### config.mk
export PLATFORM = sky130hd
export DESIGN_NAME = cidcs_top
export DESIGN_NICKNAME = d
export VERILOG_FILES = /design/src/verilog/cidcs_qual.v /design/src/verilog/cidcs_top.v
export VERILOG_INCLUDE_DIRS = /design/src /design/src/pkg
export SDC_FILE = /design/constraint.sdc
export NUM_CORES = 1
export LEC_CHECK = 0
export CORE_MARGIN = 2
export CORE_UTILIZATION = 30
export CTS_CLUSTER_SIZE = 14
export DETAILED_ROUTE_END_ITERATION = 8
export DONT_BUFFER_PORTS = 1
export PLACE_DENSITY = 0.41
export SKIP_CTS_REPAIR_TIMING = 1
export SLEW_MARGIN = 40
export SYNTH_ARGS = -nofsm -noshare
export SYNTH_HDL_FRONTEND = slang
export SYNTH_SLANG_ARGS = --single-unit
### constraint.sdc
create_clock -name aclk -period 4.4 [get_ports aclk]
set_input_delay 0.22 -clock aclk [delete_from_list [all_inputs] [get_ports aclk]]
set_output_delay 0.22 -clock aclk [all_outputs]
set_load 0.01 [all_outputs]
### src/pkg/cidcs_consts.vh
// Register offsets, field positions, reset values and timing counts for
// the caller identification control and status block.
// Assumes a 200 MHz clock and 32-bit AXI4-Lite word addressing.
`ifndef CIDCS_CONSTS_VH
`define CIDCS_CONSTS_VH

// Printed index of the received byte register; byte address is index * 4.
`define CIDCS_IDX_RX_BYTE 8'h0e
`define CIDCS_ADDR_RX_BYTE 8'h38
`define CIDCS_ADDR_CTRL1 8'h28
`define CIDCS_ADDR_STAT2 8'h2c
`define CIDCS_ADDR_CTRL3 8'h30

// Line interrupt and override control fields.
`define CIDCS_B_CAR_OVR 0
`define CIDCS_B_RING_OVR 1
`define CIDCS_B_CAR_IE 4
`define CIDCS_B_CAR_IF 5
`define CIDCS_B_RING_IE 6
`define CIDCS_B_RING_IF 7

// Line detect status and detector power enable fields.
`define CIDCS_B_CAR_N 0
`define CIDCS_B_RING_N 1
`define CIDCS_B_SER 2
`define CIDCS_B_CAR_PWR 5
`define CIDCS_B_RING_PWR 6

// Override enable and receiver control and status fields.
`define CIDCS_B_CAR_OE 0
`define CIDCS_B_RING_OE 1
`define CIDCS_B_RDY 2
`define CIDCS_B_RDY_IE 3
`define CIDCS_B_RX_EN 4
`define CIDCS_B_RAW_SEL 7

// Override bits come out of reset at one, meaning not forced.
`define CIDCS_OVR_RESET 1'b1

// Carrier qualification times in microseconds and the clock rate in MHz.
`define CIDCS_CLK_MHZ 200
`define CIDCS_CAR_VALID_US 25000
`define CIDCS_CAR_DROP_US 8000

`endif

### src/verilog/cidcs_qual.v
// Carrier qualifier: synchronises the raw carrier energy pin and declares
// a valid carrier after a continuous presence and drops it after silence.
// Assumes the raw pin is asynchronous to aclk.
`include "cidcs_consts.vh"

module cidcs_qual #(
    parameter VALID_CYC = 5000000,
    parameter DROP_CYC = 1600001
) (
    // Clock and reset.
    input wire aclk,
    input wire aresetn,
    // Detector enable and raw energy input.
    input wire enable,
    input wire raw_in,
    // Qualified carrier, high while valid.
    output reg valid
);
    reg sync1_reg;
    reg sync2_reg;
    reg sync3_reg;
    reg level_reg;
    reg [22:0] cnt_reg;

    // Three-stage synchroniser; a change counts once stages two and three
    // agree, so the first stage feeds nothing but the second.
    always @(posedge aclk) begin
        if (!aresetn) begin
            sync1_reg <= 1'b0;
            sync2_reg <= 1'b0;
            sync3_reg <= 1'b0;
            level_reg <= 1'b0;
        end else begin
            sync1_reg <= raw_in;
            sync2_reg <= sync1_reg;
            sync3_reg <= sync2_reg;
            if (sync2_reg == sync3_reg)
                level_reg <= sync3_reg;
        end
    end

    // Any agreement with the current verdict restarts the count, so the
    // presence or silence must be continuous.
    always @(posedge aclk) begin
        if (!aresetn || !enable) begin
            cnt_reg <= 23'h00_0000;
            valid <= 1'b0;
        end else if (level_reg == valid) begin
            cnt_reg <= 23'h00_0000;
        end else if (!valid && cnt_reg >= VALID_CYC[22:0] - 23'd1) begin
            cnt_reg <= 23'h00_0000;
            valid <= 1'b1; // RQ20
        end else if (valid && cnt_reg >= DROP_CYC[22:0] - 23'd1) begin
            cnt_reg <= 23'h00_0000;
            valid <= 1'b0; // RQ20
        end else begin
            cnt_reg <= cnt_reg + 23'd1;
        end
    end
endmodule

### src/verilog/cidcs_top.v
// Caller identification control and status registers behind AXI4-Lite,
// with override logic, interrupt flags and the serial-to-byte receiver.
// Assumes the analog demodulator and ring qualifier drive plain pins.
//
// Function
// (RQ1) Ring override bit forces ring; resets one.
// (RQ2) Carrier interrupt from real or forced carrier.
// (RQ3) Carrier flag set on detect; requests interrupt.
// (RQ4) Carrier flag cleared only by written zero.
// (RQ5) All flags share one interrupt request.
// (RQ6) Ring interrupt from real or forced ring.
// (RQ7) Ring flag set on detect; zero clears.
// (RQ8) Status bit shows active-low carrier detect.
// (RQ9) Status bit shows active-low ring detect.
// (RQ10) Serial bit follows demodulator under carrier, else high.
// (RQ11) Carrier power-up enables carrier detection.
// (RQ12) Ring power-up enables ring detection.
// (RQ13) Carrier override enable replaces detector with bit.
// (RQ14) Ring override enable replaces detector with bit.
// (RQ15) Byte ready set on byte; read clears.
// (RQ16) Byte ready interrupt enable gates the flag.
// (RQ17) Receiver enable switches byte receiver on.
// (RQ18) Select chooses cooked or raw data.
// (RQ19) Received byte register holds latest character.
// (RQ20) Carrier valid after 25 ms, drops after 8 ms.
// (RQ21) Software reads byte within 8.3 ms.
// (RQ22) Override bits stored but inert when disabled.
//
// Decided for this implementation: the AXI4-Lite interface to the registers.
`include "cidcs_consts.vh"

module cidcs_top #(
    parameter VALID_CYC = `CIDCS_CAR_VALID_US * `CIDCS_CLK_MHZ,
    parameter DROP_CYC = `CIDCS_CAR_DROP_US * `CIDCS_CLK_MHZ + 1,
    parameter BYTE_BITS = 8
) (
    // Clock and reset.
    input wire aclk,
    input wire aresetn,
    // AXI4-Lite write address channel.
    input wire [7:0] s_axi_awaddr,
    input wire s_axi_awvalid,
    output wire s_axi_awready,
    // AXI4-Lite write data channel.
    input wire [31:0] s_axi_wdata,
    input wire [3:0] s_axi_wstrb,
    input wire s_axi_wvalid,
    output wire s_axi_wready,
    // AXI4-Lite write response channel.
    output reg [1:0] s_axi_bresp,
    output reg s_axi_bvalid,
    input wire s_axi_bready,
    // AXI4-Lite read address channel.
    input wire [7:0] s_axi_araddr,
    input wire s_axi_arvalid,
    output wire s_axi_arready,
    // AXI4-Lite read data channel.
    output reg [31:0] s_axi_rdata,
    output reg [1:0] s_axi_rresp,
    output reg s_axi_rvalid,
    input wire s_axi_rready,
    // Analog front end.
    input wire carrier_raw,
    input wire ring_raw_n,
    input wire demod_cooked,
    input wire demod_raw,
    input wire demod_bit_strobe,
    // Detector power enables toward the analog blocks.
    output wire carrier_power_up,
    output wire ring_power_up,
    // Shared interrupt request.
    output wire irq
);
    // Control registers.
    reg ring_override_bit_reg;
    reg carrier_override_bit_reg;
    reg carrier_irq_enable_reg;
    reg ring_irq_enable_reg;
    reg carrier_irq_flag_reg;
    reg ring_irq_flag_reg;
    reg carrier_power_up_reg;
    reg ring_power_up_reg;
    reg carrier_override_enable_reg;
    reg ring_override_enable_reg;
    reg byte_ready_flag_reg;
    reg byte_ready_irq_enable_reg;
    reg byte_receiver_enable_reg;
    reg raw_data_select_reg;
    reg [7:0] received_byte_reg;
    reg [BYTE_BITS-1:0] shift_reg;
    reg [3:0] bit_cnt_reg;
    reg car_prev_reg;
    reg ring_prev_reg;
    reg [2:0] ring_sync_reg;
    reg ring_level_reg;
    reg [2:0] ser_sync_reg;
    reg ser_level_reg;
    reg [2:0] stb_sync_reg;
    reg stb_level_reg;
    reg stb_prev_reg;

    // Write channel holding state.
    reg aw_have_reg;
    reg w_have_reg;
    reg [7:0] aw_addr_reg;
    reg [31:0] w_data_reg;
    reg [3:0] w_strb_reg;

    wire carrier_valid;
    wire carrier_active;
    wire ring_active;
    wire carrier_present_n;
    wire ring_present_n;
    wire demod_serial_bit;
    wire rx_bit;
    wire stb_rise;
    wire car_rise;
    wire ring_rise;
    wire do_write;
    wire wr_lane0;
    wire do_read;
    wire rd_byte;
    wire [7:0] wd;
    wire [7:0] ctrl1_val;
    wire [7:0] stat2_val;
    wire [7:0] ctrl3_val;

    cidcs_qual #(
        .VALID_CYC(VALID_CYC),
        .DROP_CYC(DROP_CYC)
    ) u_qual (
        .aclk(aclk),
        .aresetn(aresetn),
        .enable(carrier_power_up_reg), // RQ11
        .raw_in(carrier_raw),
        .valid(carrier_valid)
    );

    // Ring and demodulator pins are asynchronous; three stages each, and a
    // level is accepted only when stages two and three agree.
    always @(posedge aclk) begin
        if (!aresetn) begin
            ring_sync_reg <= 3'h7;
            ring_level_reg <= 1'b1;
            ser_sync_reg <= 3'h7;
            ser_level_reg <= 1'b1;
            stb_sync_reg <= 3'h0;
            stb_level_reg <= 1'b0;
            stb_prev_reg <= 1'b0;
        end else begin
            ring_sync_reg <= {ring_sync_reg[1:0], ring_raw_n};
            ser_sync_reg <= {ser_sync_reg[1:0],
                             raw_data_select_reg ? demod_raw
                                                 : demod_cooked}; // RQ18
            stb_sync_reg <= {stb_sync_reg[1:0], demod_bit_strobe};
            if (ring_sync_reg[1] == ring_sync_reg[2])
                ring_level_reg <= ring_sync_reg[2];
            if (ser_sync_reg[1] == ser_sync_reg[2])
                ser_level_reg <= ser_sync_reg[2];
            if (stb_sync_reg[1] == stb_sync_reg[2])
                stb_level_reg <= stb_sync_reg[2];
            stb_prev_reg <= stb_level_reg;
        end
    end

    // Overrides take the place of the detector only while enabled; the
    // stored override bit is otherwise ignored.
    assign carrier_active = carrier_override_enable_reg ?
        !carrier_override_bit_reg : carrier_valid; // RQ13 RQ22
    assign ring_active = ring_override_enable_reg ?
        !ring_override_bit_reg : // RQ1 RQ14 RQ22
        (ring_power_up_reg && !ring_level_reg); // RQ12
    assign carrier_present_n = !carrier_active; // RQ8
    assign ring_present_n = !ring_active; // RQ9
    // The serial bit is forced high outside a carrier.
    assign demod_serial_bit = carrier_present_n ? 1'b1 : ser_level_reg; // RQ10
    assign rx_bit = ser_level_reg;
    assign stb_rise = stb_level_reg && !stb_prev_reg;
    assign car_rise = carrier_active && !car_prev_reg;
    assign ring_rise = ring_active && !ring_prev_reg;
    assign carrier_power_up = carrier_power_up_reg;
    assign ring_power_up = ring_power_up_reg;

    // One request line for all three sources.
    assign irq = carrier_irq_flag_reg || ring_irq_flag_reg ||
        (byte_ready_flag_reg && byte_ready_irq_enable_reg); // RQ3 RQ5 RQ16

    // AXI4-Lite: address and data are taken independently and the write
    // commits once both are held and no response is pending.
    assign s_axi_awready = !aw_have_reg && !s_axi_bvalid;
    assign s_axi_wready = !w_have_reg && !s_axi_bvalid;
    assign do_write = aw_have_reg && w_have_reg && !s_axi_bvalid;
    assign wr_lane0 = do_write && w_strb_reg[0];
    assign wd = w_data_reg[7:0];
    assign s_axi_arready = !s_axi_rvalid;
    assign do_read = s_axi_arvalid && s_axi_arready;
    assign rd_byte = do_read && (s_axi_araddr == `CIDCS_ADDR_RX_BYTE);

    always @(posedge aclk) begin
        if (!aresetn) begin
            aw_have_reg <= 1'b0;
            w_have_reg <= 1'b0;
            aw_addr_reg <= 8'h00;
            w_data_reg <= 32'h0000_0000;
            w_strb_reg <= 4'h0;
            s_axi_bvalid <= 1'b0;
            s_axi_bresp <= 2'b00;
        end else begin
            if (s_axi_awvalid && s_axi_awready) begin
                aw_have_reg <= 1'b1;
                aw_addr_reg <= s_axi_awaddr;
            end
            if (s_axi_wvalid && s_axi_wready) begin
                w_have_reg <= 1'b1;
                w_data_reg <= s_axi_wdata;
                w_strb_reg <= s_axi_wstrb;
            end
            if (do_write) begin
                aw_have_reg <= 1'b0;
                w_have_reg <= 1'b0;
                s_axi_bvalid <= 1'b1;
                // Unmapped or read-only offsets answer with SLVERR.
                s_axi_bresp <= (aw_addr_reg == `CIDCS_ADDR_CTRL1 ||
                                aw_addr_reg == `CIDCS_ADDR_STAT2 ||
                                aw_addr_reg == `CIDCS_ADDR_CTRL3) ?
                               2'b00 : 2'b10;
            end else if (s_axi_bready) begin
                s_axi_bvalid <= 1'b0;
            end
        end
    end

    // Register views; unused bits read as zero.
    assign ctrl1_val = {ring_irq_flag_reg, ring_irq_enable_reg,
                        carrier_irq_flag_reg, carrier_irq_enable_reg,
                        2'b00, ring_override_bit_reg,
                        carrier_override_bit_reg};
    assign stat2_val = {1'b0, ring_power_up_reg, carrier_power_up_reg,
                        2'b00, demod_serial_bit, ring_present_n,
                        carrier_present_n};
    assign ctrl3_val = {raw_data_select_reg, 2'b00,
                        byte_receiver_enable_reg, byte_ready_irq_enable_reg,
                        byte_ready_flag_reg, ring_override_enable_reg,
                        carrier_override_enable_reg};

    // Read channel with a registered answer one cycle after the address.
    always @(posedge aclk) begin
        if (!aresetn) begin
            s_axi_rvalid <= 1'b0;
            s_axi_rdata <= 32'h0000_0000;
            s_axi_rresp <= 2'b00;
        end else if (do_read) begin
            s_axi_rvalid <= 1'b1;
            s_axi_rresp <= 2'b00;
            case (s_axi_araddr)
                `CIDCS_ADDR_CTRL1: s_axi_rdata <= {24'h00_0000, ctrl1_val};
                `CIDCS_ADDR_STAT2: s_axi_rdata <= {24'h00_0000, stat2_val};
                `CIDCS_ADDR_CTRL3: s_axi_rdata <= {24'h00_0000, ctrl3_val};
                `CIDCS_ADDR_RX_BYTE: begin
                    s_axi_rdata <= {24'h00_0000, received_byte_reg}; // RQ19
                end
                default: begin
                    s_axi_rdata <= 32'h0000_0000;
                    s_axi_rresp <= 2'b10;
                end
            endcase
        end else if (s_axi_rready) begin
            s_axi_rvalid <= 1'b0;
        end
    end

    // Control bits and the carrier and ring flags. A detect edge in the
    // same cycle as a clearing write wins, so no event is lost.
    always @(posedge aclk) begin
        if (!aresetn) begin
            ring_override_bit_reg <= `CIDCS_OVR_RESET; // RQ1
            carrier_override_bit_reg <= `CIDCS_OVR_RESET;
            carrier_irq_enable_reg <= 1'b0;
            ring_irq_enable_reg <= 1'b0;
            carrier_irq_flag_reg <= 1'b0;
            ring_irq_flag_reg <= 1'b0;
            carrier_power_up_reg <= 1'b0;
            ring_power_up_reg <= 1'b0;
            carrier_override_enable_reg <= 1'b0;
            ring_override_enable_reg <= 1'b0;
            byte_ready_irq_enable_reg <= 1'b0;
            byte_receiver_enable_reg <= 1'b0;
            raw_data_select_reg <= 1'b0;
            car_prev_reg <= 1'b0;
            ring_prev_reg <= 1'b0;
        end else begin
            car_prev_reg <= carrier_active;
            ring_prev_reg <= ring_active;
            if (wr_lane0 && aw_addr_reg == `CIDCS_ADDR_CTRL1) begin
                carrier_override_bit_reg <= wd[`CIDCS_B_CAR_OVR]; // RQ22
                ring_override_bit_reg <= wd[`CIDCS_B_RING_OVR];
                carrier_irq_enable_reg <= wd[`CIDCS_B_CAR_IE];
                ring_irq_enable_reg <= wd[`CIDCS_B_RING_IE];
                if (!wd[`CIDCS_B_CAR_IF])
                    carrier_irq_flag_reg <= 1'b0; // RQ4
                if (!wd[`CIDCS_B_RING_IF])
                    ring_irq_flag_reg <= 1'b0; // RQ7
            end
            if (wr_lane0 && aw_addr_reg == `CIDCS_ADDR_STAT2) begin
                carrier_power_up_reg <= wd[`CIDCS_B_CAR_PWR]; // RQ11
                ring_power_up_reg <= wd[`CIDCS_B_RING_PWR]; // RQ12
            end
            if (wr_lane0 && aw_addr_reg == `CIDCS_ADDR_CTRL3) begin
                carrier_override_enable_reg <= wd[`CIDCS_B_CAR_OE];
                ring_override_enable_reg <= wd[`CIDCS_B_RING_OE];
                byte_ready_irq_enable_reg <= wd[`CIDCS_B_RDY_IE];
                byte_receiver_enable_reg <= wd[`CIDCS_B_RX_EN]; // RQ17
                raw_data_select_reg <= wd[`CIDCS_B_RAW_SEL]; // RQ18
            end
            if (car_rise && carrier_irq_enable_reg)
                carrier_irq_flag_reg <= 1'b1; // RQ2 RQ3
            if (ring_rise && ring_irq_enable_reg)
                ring_irq_flag_reg <= 1'b1; // RQ6 RQ7
        end
    end

    // Serial-to-byte receiver: shifts on each bit strobe while a carrier
    // is present. A new byte overwrites an unread one; software has only
    // one character time to collect it.
    always @(posedge aclk) begin
        if (!aresetn || !byte_receiver_enable_reg) begin
            shift_reg <= {BYTE_BITS{1'b0}};
            bit_cnt_reg <= 4'h0;
        end else if (carrier_present_n) begin
            bit_cnt_reg <= 4'h0;
        end else if (stb_rise) begin
            shift_reg <= {rx_bit, shift_reg[BYTE_BITS-1:1]};
            if (bit_cnt_reg == BYTE_BITS[3:0] - 4'd1)
                bit_cnt_reg <= 4'h0;
            else
                bit_cnt_reg <= bit_cnt_reg + 4'd1;
        end
    end

    // Byte capture and ready flag; a completing byte beats a clearing read.
    always @(posedge aclk) begin
        if (!aresetn) begin
            received_byte_reg <= 8'h00;
            byte_ready_flag_reg <= 1'b0;
        end else if (byte_receiver_enable_reg && !carrier_present_n &&
                     stb_rise && bit_cnt_reg == BYTE_BITS[3:0] - 4'd1) begin
            received_byte_reg <= {rx_bit, shift_reg[BYTE_BITS-1:1]}; // RQ19
            byte_ready_flag_reg <= 1'b1; // RQ15
        end else if (rd_byte) begin
            byte_ready_flag_reg <= 1'b0; // RQ15
        end
    end
endmodule
Word-level counts from Yosys, hierarchy flattened
Index checks and enable logic that the tools add are counted.
{"block": "op_classes", "addsub": 2, "order_cmp": 2, "eq_ne": 15, "muxes": 22, "n_bitwise": 3, "n_reduce_logical": 60}
{"operator": "equality test 8 x 6 -> 1 bit, second input constant", "n": 7}
{"operator": "one-hot mux 8 bit (4 select lines)", "n": 1}
{"operator": "logical AND 1 bit", "n": 24}
{"operator": "adder 23 x 1 -> 23 bit, second input constant", "n": 1}
{"operator": ">= comparator 23 x 21 -> 1 bit, second input constant", "n": 1}
{"operator": ">= comparator 23 bit, second input constant", "n": 1}
{"operator": "two-way mux 1 bit", "n": 18}
{"operator": "logical NOT 1 bit", "n": 16}
{"operator": "nonzero test 2 bit", "n": 6}
{"operator": "AND reduction 2 bit", "n": 4}
{"operator": "OR reduction 4 bit", "n": 2}
{"operator": "logical OR 1 bit", "n": 6}
{"operator": "equality test 1 bit", "n": 5}
{"operator": "adder 4 x 1 -> 4 bit, second input constant", "n": 1}
{"operator": "equality test 4 x 3 -> 1 bit, second input constant", "n": 1}
{"operator": "two-way mux 2 bit", "n": 2}
{"operator": "two-way mux 4 bit", "n": 1}
{"operator": "inequality test 2 x 1 -> 1 bit, second input constant", "n": 2}
{"operator": "OR reduction 2 bit", "n": 2}
{"operator": "NOT 1 bit", "n": 3}
{"block": "totals", "ff_bits": 134, "in_bits": 64, "out_inout_bits": 44, "wordCells": 146}

Depth between registers and ports, before layout
{"block": "depth", "word_depth": 7, "mapped_depth": 7, "mapped_depth_nobuf": 6}

Cells and area by module
A second synthesis with hierarchy kept.
{"block": "hier_totals", "hier_cells": 536, "area_unflattened_um2": 4793.3}
{"module": "cidcs_top", "instances": 1, "cells_each": 379, "area_per_inst_um2": 3405.8, "seq_area_each_um2": 1561.5}
{"module": "cidcs_qual", "instances": 1, "cells_each": 157, "area_per_inst_um2": 1387.6, "seq_area_each_um2": 560.5}

Worst setup path after synthesis
No wires, ideal clock.
{"block": "synth_path", "kind": "register to register", "from": "register u_qual.cnt_reg[0]", "to": "register u_qual.cnt_reg[10]", "setup_time_ns": 0.135, "arrival_ns": 1.827, "required_ns": 4.265, "setup_slack_ns": 2.438, "path_stages_with_launch": 8, "n_path_buf": 1, "period_less_slack_ns": 1.962, "path_cell_list": "dfxtp_1 > ha_1 > a21o_1 > a31oi_1 > or4_4 > a31oi_4 > buf_8 > nor3_2"}
{"block": "synth_via", "elab_chain_len": 3, "word_cells_on_any_way": 6, "classes_between": "1 x add/sub; 2 x order compare; 3 x reduce/logical"}
{"item": "from (decl)", "line_no": "cidcs_qual.v:23", "rtl": "reg [22:0] cnt_reg;"}
{"item": "from (signal assigned)", "line_no": "cidcs_qual.v:57", "rtl": "cnt_reg <= cnt_reg + 23'd1;"}
{"item": ">= comparator 23 x 21 -> 1 bit or >= comparator 23 bit (tied branches)", "line_no": "cidcs_qual.v:53, cidcs_qual.v:50"}
{"item": "logical AND 1 bit, on equally long branches", "line_no": "cidcs_qual.v:53, cidcs_qual.v:50"}
{"item": "OR reduction 4 bit (no source line)"}
Parallel ways exist; a longest one is shown, timed or not.
A chain may end at the register's enable or synchronous reset.

Final worst setup path
{"block": "layout_path", "from": "register u_qual.cnt_reg[0]", "to": "register u_qual.cnt_reg[1]"}
The elaborated chain is that of the path after synthesis.

==> results_dict.tcl <==
set metrics [dict create \
    status "complete, no violations" \
    diodes 0 \
    synth_area_leaders "dfxtp_1 (45%), nand2_1 (6.1%), buf_4 (4.1%), mux2i_1 (4.0%), a21boi_0 (3.5%)" \
    fin_skew_ns 0.00786 \
    ys_seq_area_share_pct 44.5 \
    overflow 0 \
    antenna_found_initial 0 \
    largest_reg_flops 23 \
    synth_largest_area_cell "dfxtp_1" \
    post-route-min-period_ns 2.40 \
    ys_async_sr_fraction_pct 0 \
    clk_pin_slew_ns 0.07 \
    clk_path_buf_depth 2 \
    setup_viol_count_final 0 \
    die_y_um 130 \
    synth_seq_cells 106 \
    utilization_pct 33.4 \
    portBuffers 0 \
    core_area_um2 15700 \
    end_kind "flop" \
    start_util_pct 30.3 \
    avgSynthCellArea_um2 9.05 \
    gp_congestion 0.780 \
    die-area_um2 16900 \
    area_growth_pct 9.92 \
    rsz0062_at_grt "false" \
    track_usage_pct 12.7 \
    slew_violations 0 \
    max_cap_viol_count 0 \
    htreeDepth 3 \
    drt-initial-drc-count 203 \
    synth_top_area_share_pct 44.5 \
    cts-root-buf "clkbuf_16" \
    start_kind "flop" \
    tightestPinTransition_ns 0.757 \
    synth_cells 527 \
    ioPinCount 108 \
    finalWirelength_um 10500 \
    wl_per_cell_um 14.2 \
    min_period_over_period_pct 54.4 \
    die_w_um 130 \
    synth_area_um2 4770 \
    dr.pass1.iters 4 \
    postRouteAntennaNets 0 \
    worstPathCellList "ha_1 -> a21o_1 -> a31oi_1 -> or4_4 -> a31oi_4 -> nor3b_1" \
    max_stage_delay_ns 0.62 \
    relSlewSlack_pct 49.5 \
    required_ns 4.60 \
    viasPerCell 4.64 \
    cp_max_fo 18 \
    synth_edf_count 0 \
    drc 0 \
    layout-drive-gt1-share_pct 8.90 \
    cts_tree "done" \
    dp_hpwl_um 7370 \
    ys_types 55 \
    crit_slowest_cell "a31oi_4" \
    leakagePower_uw 0.00180 \
    critical_path_class "flop to flop" \
    vias 3449 \
    ir_worst_vdd_v 0.000207 \
    hold_viol 0 \
    fin_setup_tns_ns 0 \
    hp-class "primary input to flop" \
    grt_first_pass_wirelength_um 16700 \
    grt_max_degree 69 \
    cts.sinks 106 \
    yosys_warnings 0 \
    numCtsBuffers 9 \
    p_per_area_nw_per_um2 372 \
    synth_ff_type "dfxtp_1" \
    max_clock_freq_mhz 417 \
    clk_latency_ns 0.35 \
    cp.arrival_ns 2.60 \
    fp-row-count 46 \
    grt_pass1_vias 3221 \
    final_nets 590 \
]
stage by stage:
stage	cells	setup slack, ns	hold WS [ns]	power, uW	instance area, um2
after detailed placement	723	2.02	0.307	1080	4850
after global routing	744	1.80	0.00307	2030	5240
final	744	2.00	0.00915	1950	5240
after CTS	739	2.01	-0.0670	1980	5180
after floorplan	552	2.44	0.321	1090	4860
after global placement	723	2.06	0.301	1080	4850
report_power, final:
group          internal, uW  switching (uW)
registers               978            14.9
logic                  27.2            43.1
clock network           530             354
total                  1540             412
kinds of logic (layout without fill, tap and decap cells):
logic type / count (synthesis) / count (layout) / synth area share [%]
AOI/OAI and AO/OA: 81 / 81 / 12.2
xor gates and xnor gates: 21 / 21 / 3.86
adders and majority gates: 3 / 3 / 0.787
buffers and inverters: 52 / 28 / 6.51
DFF: 106 / 106 / 44.5
muxes: 25 / 25 / 5.41
other: 1 / 26 / 0.0786
and+or+nand+nor: 238 / 238 / 26.6
worst paths after layout:
kind | startpoint | end | slack, ns | cells after the start
setup / recovery | u_qual.cnt_reg[0]$_SDFF_PP0_ | u_qual.cnt_reg[1]$_SDFF_PP0_ | 2.00 | 6
hold / removal | demod_cooked | ser_sync_reg[0]$_SDFF_PN1_ | 0.009 | 2
setup reg to reg | u_qual.cnt_reg[0]$_SDFF_PP0_ | u_qual.cnt_reg[1]$_SDFF_PP0_ | 2.00 | 6
hold reg to reg | ser_sync_reg[0]$_SDFF_PN1_ | ser_sync_reg[1]$_SDFF_PN1_ | 0.42 | 1
layer usage:
metal  track usage, %  wire length, um  vias to the layer above
met5                0                0                        -
met4             4.17              147                        0
met3             4.35              564                        9
met2             18.9             4550                       74
met1             17.3             5270                     1602
li1                 -                -                     1764
Yosys cell counts, drive strengths merged, types with 3 or more instances:
library cell  number
a21boi            22
a21oi             14
a31oi              5
a32oi              7
and2              12
and3               6
buf               27
clkbuf            17
dfxtp            106
ha                 3
inv                7
mux2               6
mux2i             19
nand2             79
nand2b            13
nand3             19
nand4              8
nor2              26
nor2b             24
nor3              29
nor3b              4
nor4               5
o21ai             16
xnor2             10
xor2              11
worst max-delay path: cells and delay by family, from the launching register on:
kind | cells | cell delay, ns
adders and majority gates | 1 | 0.30
DFF | 1 | 0.46
and+or+nand+nor | 2 | 0.63
AOI/OAI and AO/OA | 3 | 0.85
layout by cell type, fill, tap and decap left out, drive strengths merged, types with 2 or more instances in the layout:
| cell type | Yosys | routed |
|---|---|---|
| and4b | 2 | 2 |
| a21boi | 22 | 22 |
| ha | 3 | 3 |
| o22ai | 2 | 2 |
| bufinv | 0 | 2 |
| conb | 1 | 26 |
| nor2b | 24 | 24 |
| or2 | 2 | 2 |
| o211ai | 2 | 2 |
| clkinv | 0 | 2 |
| nand3 | 19 | 19 |
| nor2 | 26 | 26 |
| nand4 | 8 | 8 |
| and2 | 12 | 12 |
| dlygate4sd3 | 0 | 5 |
| o21ai | 16 | 16 |
| nor3 | 29 | 29 |
| a32oi | 7 | 7 |
| and3 | 6 | 6 |
| inv | 7 | 7 |
| mux2i | 19 | 19 |
| nand2 | 79 | 79 |
| o211a | 2 | 2 |
| a21o | 2 | 2 |
| a31oi | 5 | 5 |
| nand2b | 13 | 13 |
| xor2 | 11 | 11 |
| nor4 | 5 | 5 |
| a211o | 2 | 2 |
| and4 | 2 | 2 |
| clkbuf | 17 | 12 |
| nor3b | 4 | 4 |
| xnor2 | 10 | 10 |
| o2bb2ai | 2 | 2 |
| a21oi | 14 | 14 |
| mux2 | 6 | 6 |
| dfxtp | 106 | 106 |
cell type report:
type                            count  area (um2)
Clock buffer                       12         256
Clock inverter                      4        73.8
Fill cell                        1627       10500
Inverter                            7        26.3
Multi-Input combinational cell    394        2440
Sequential cell                   106        2120
Tap cell                          216         270
Timing Repair Buffer                5        50.0
No activity file was read; power rests on OpenSTA's default activity.
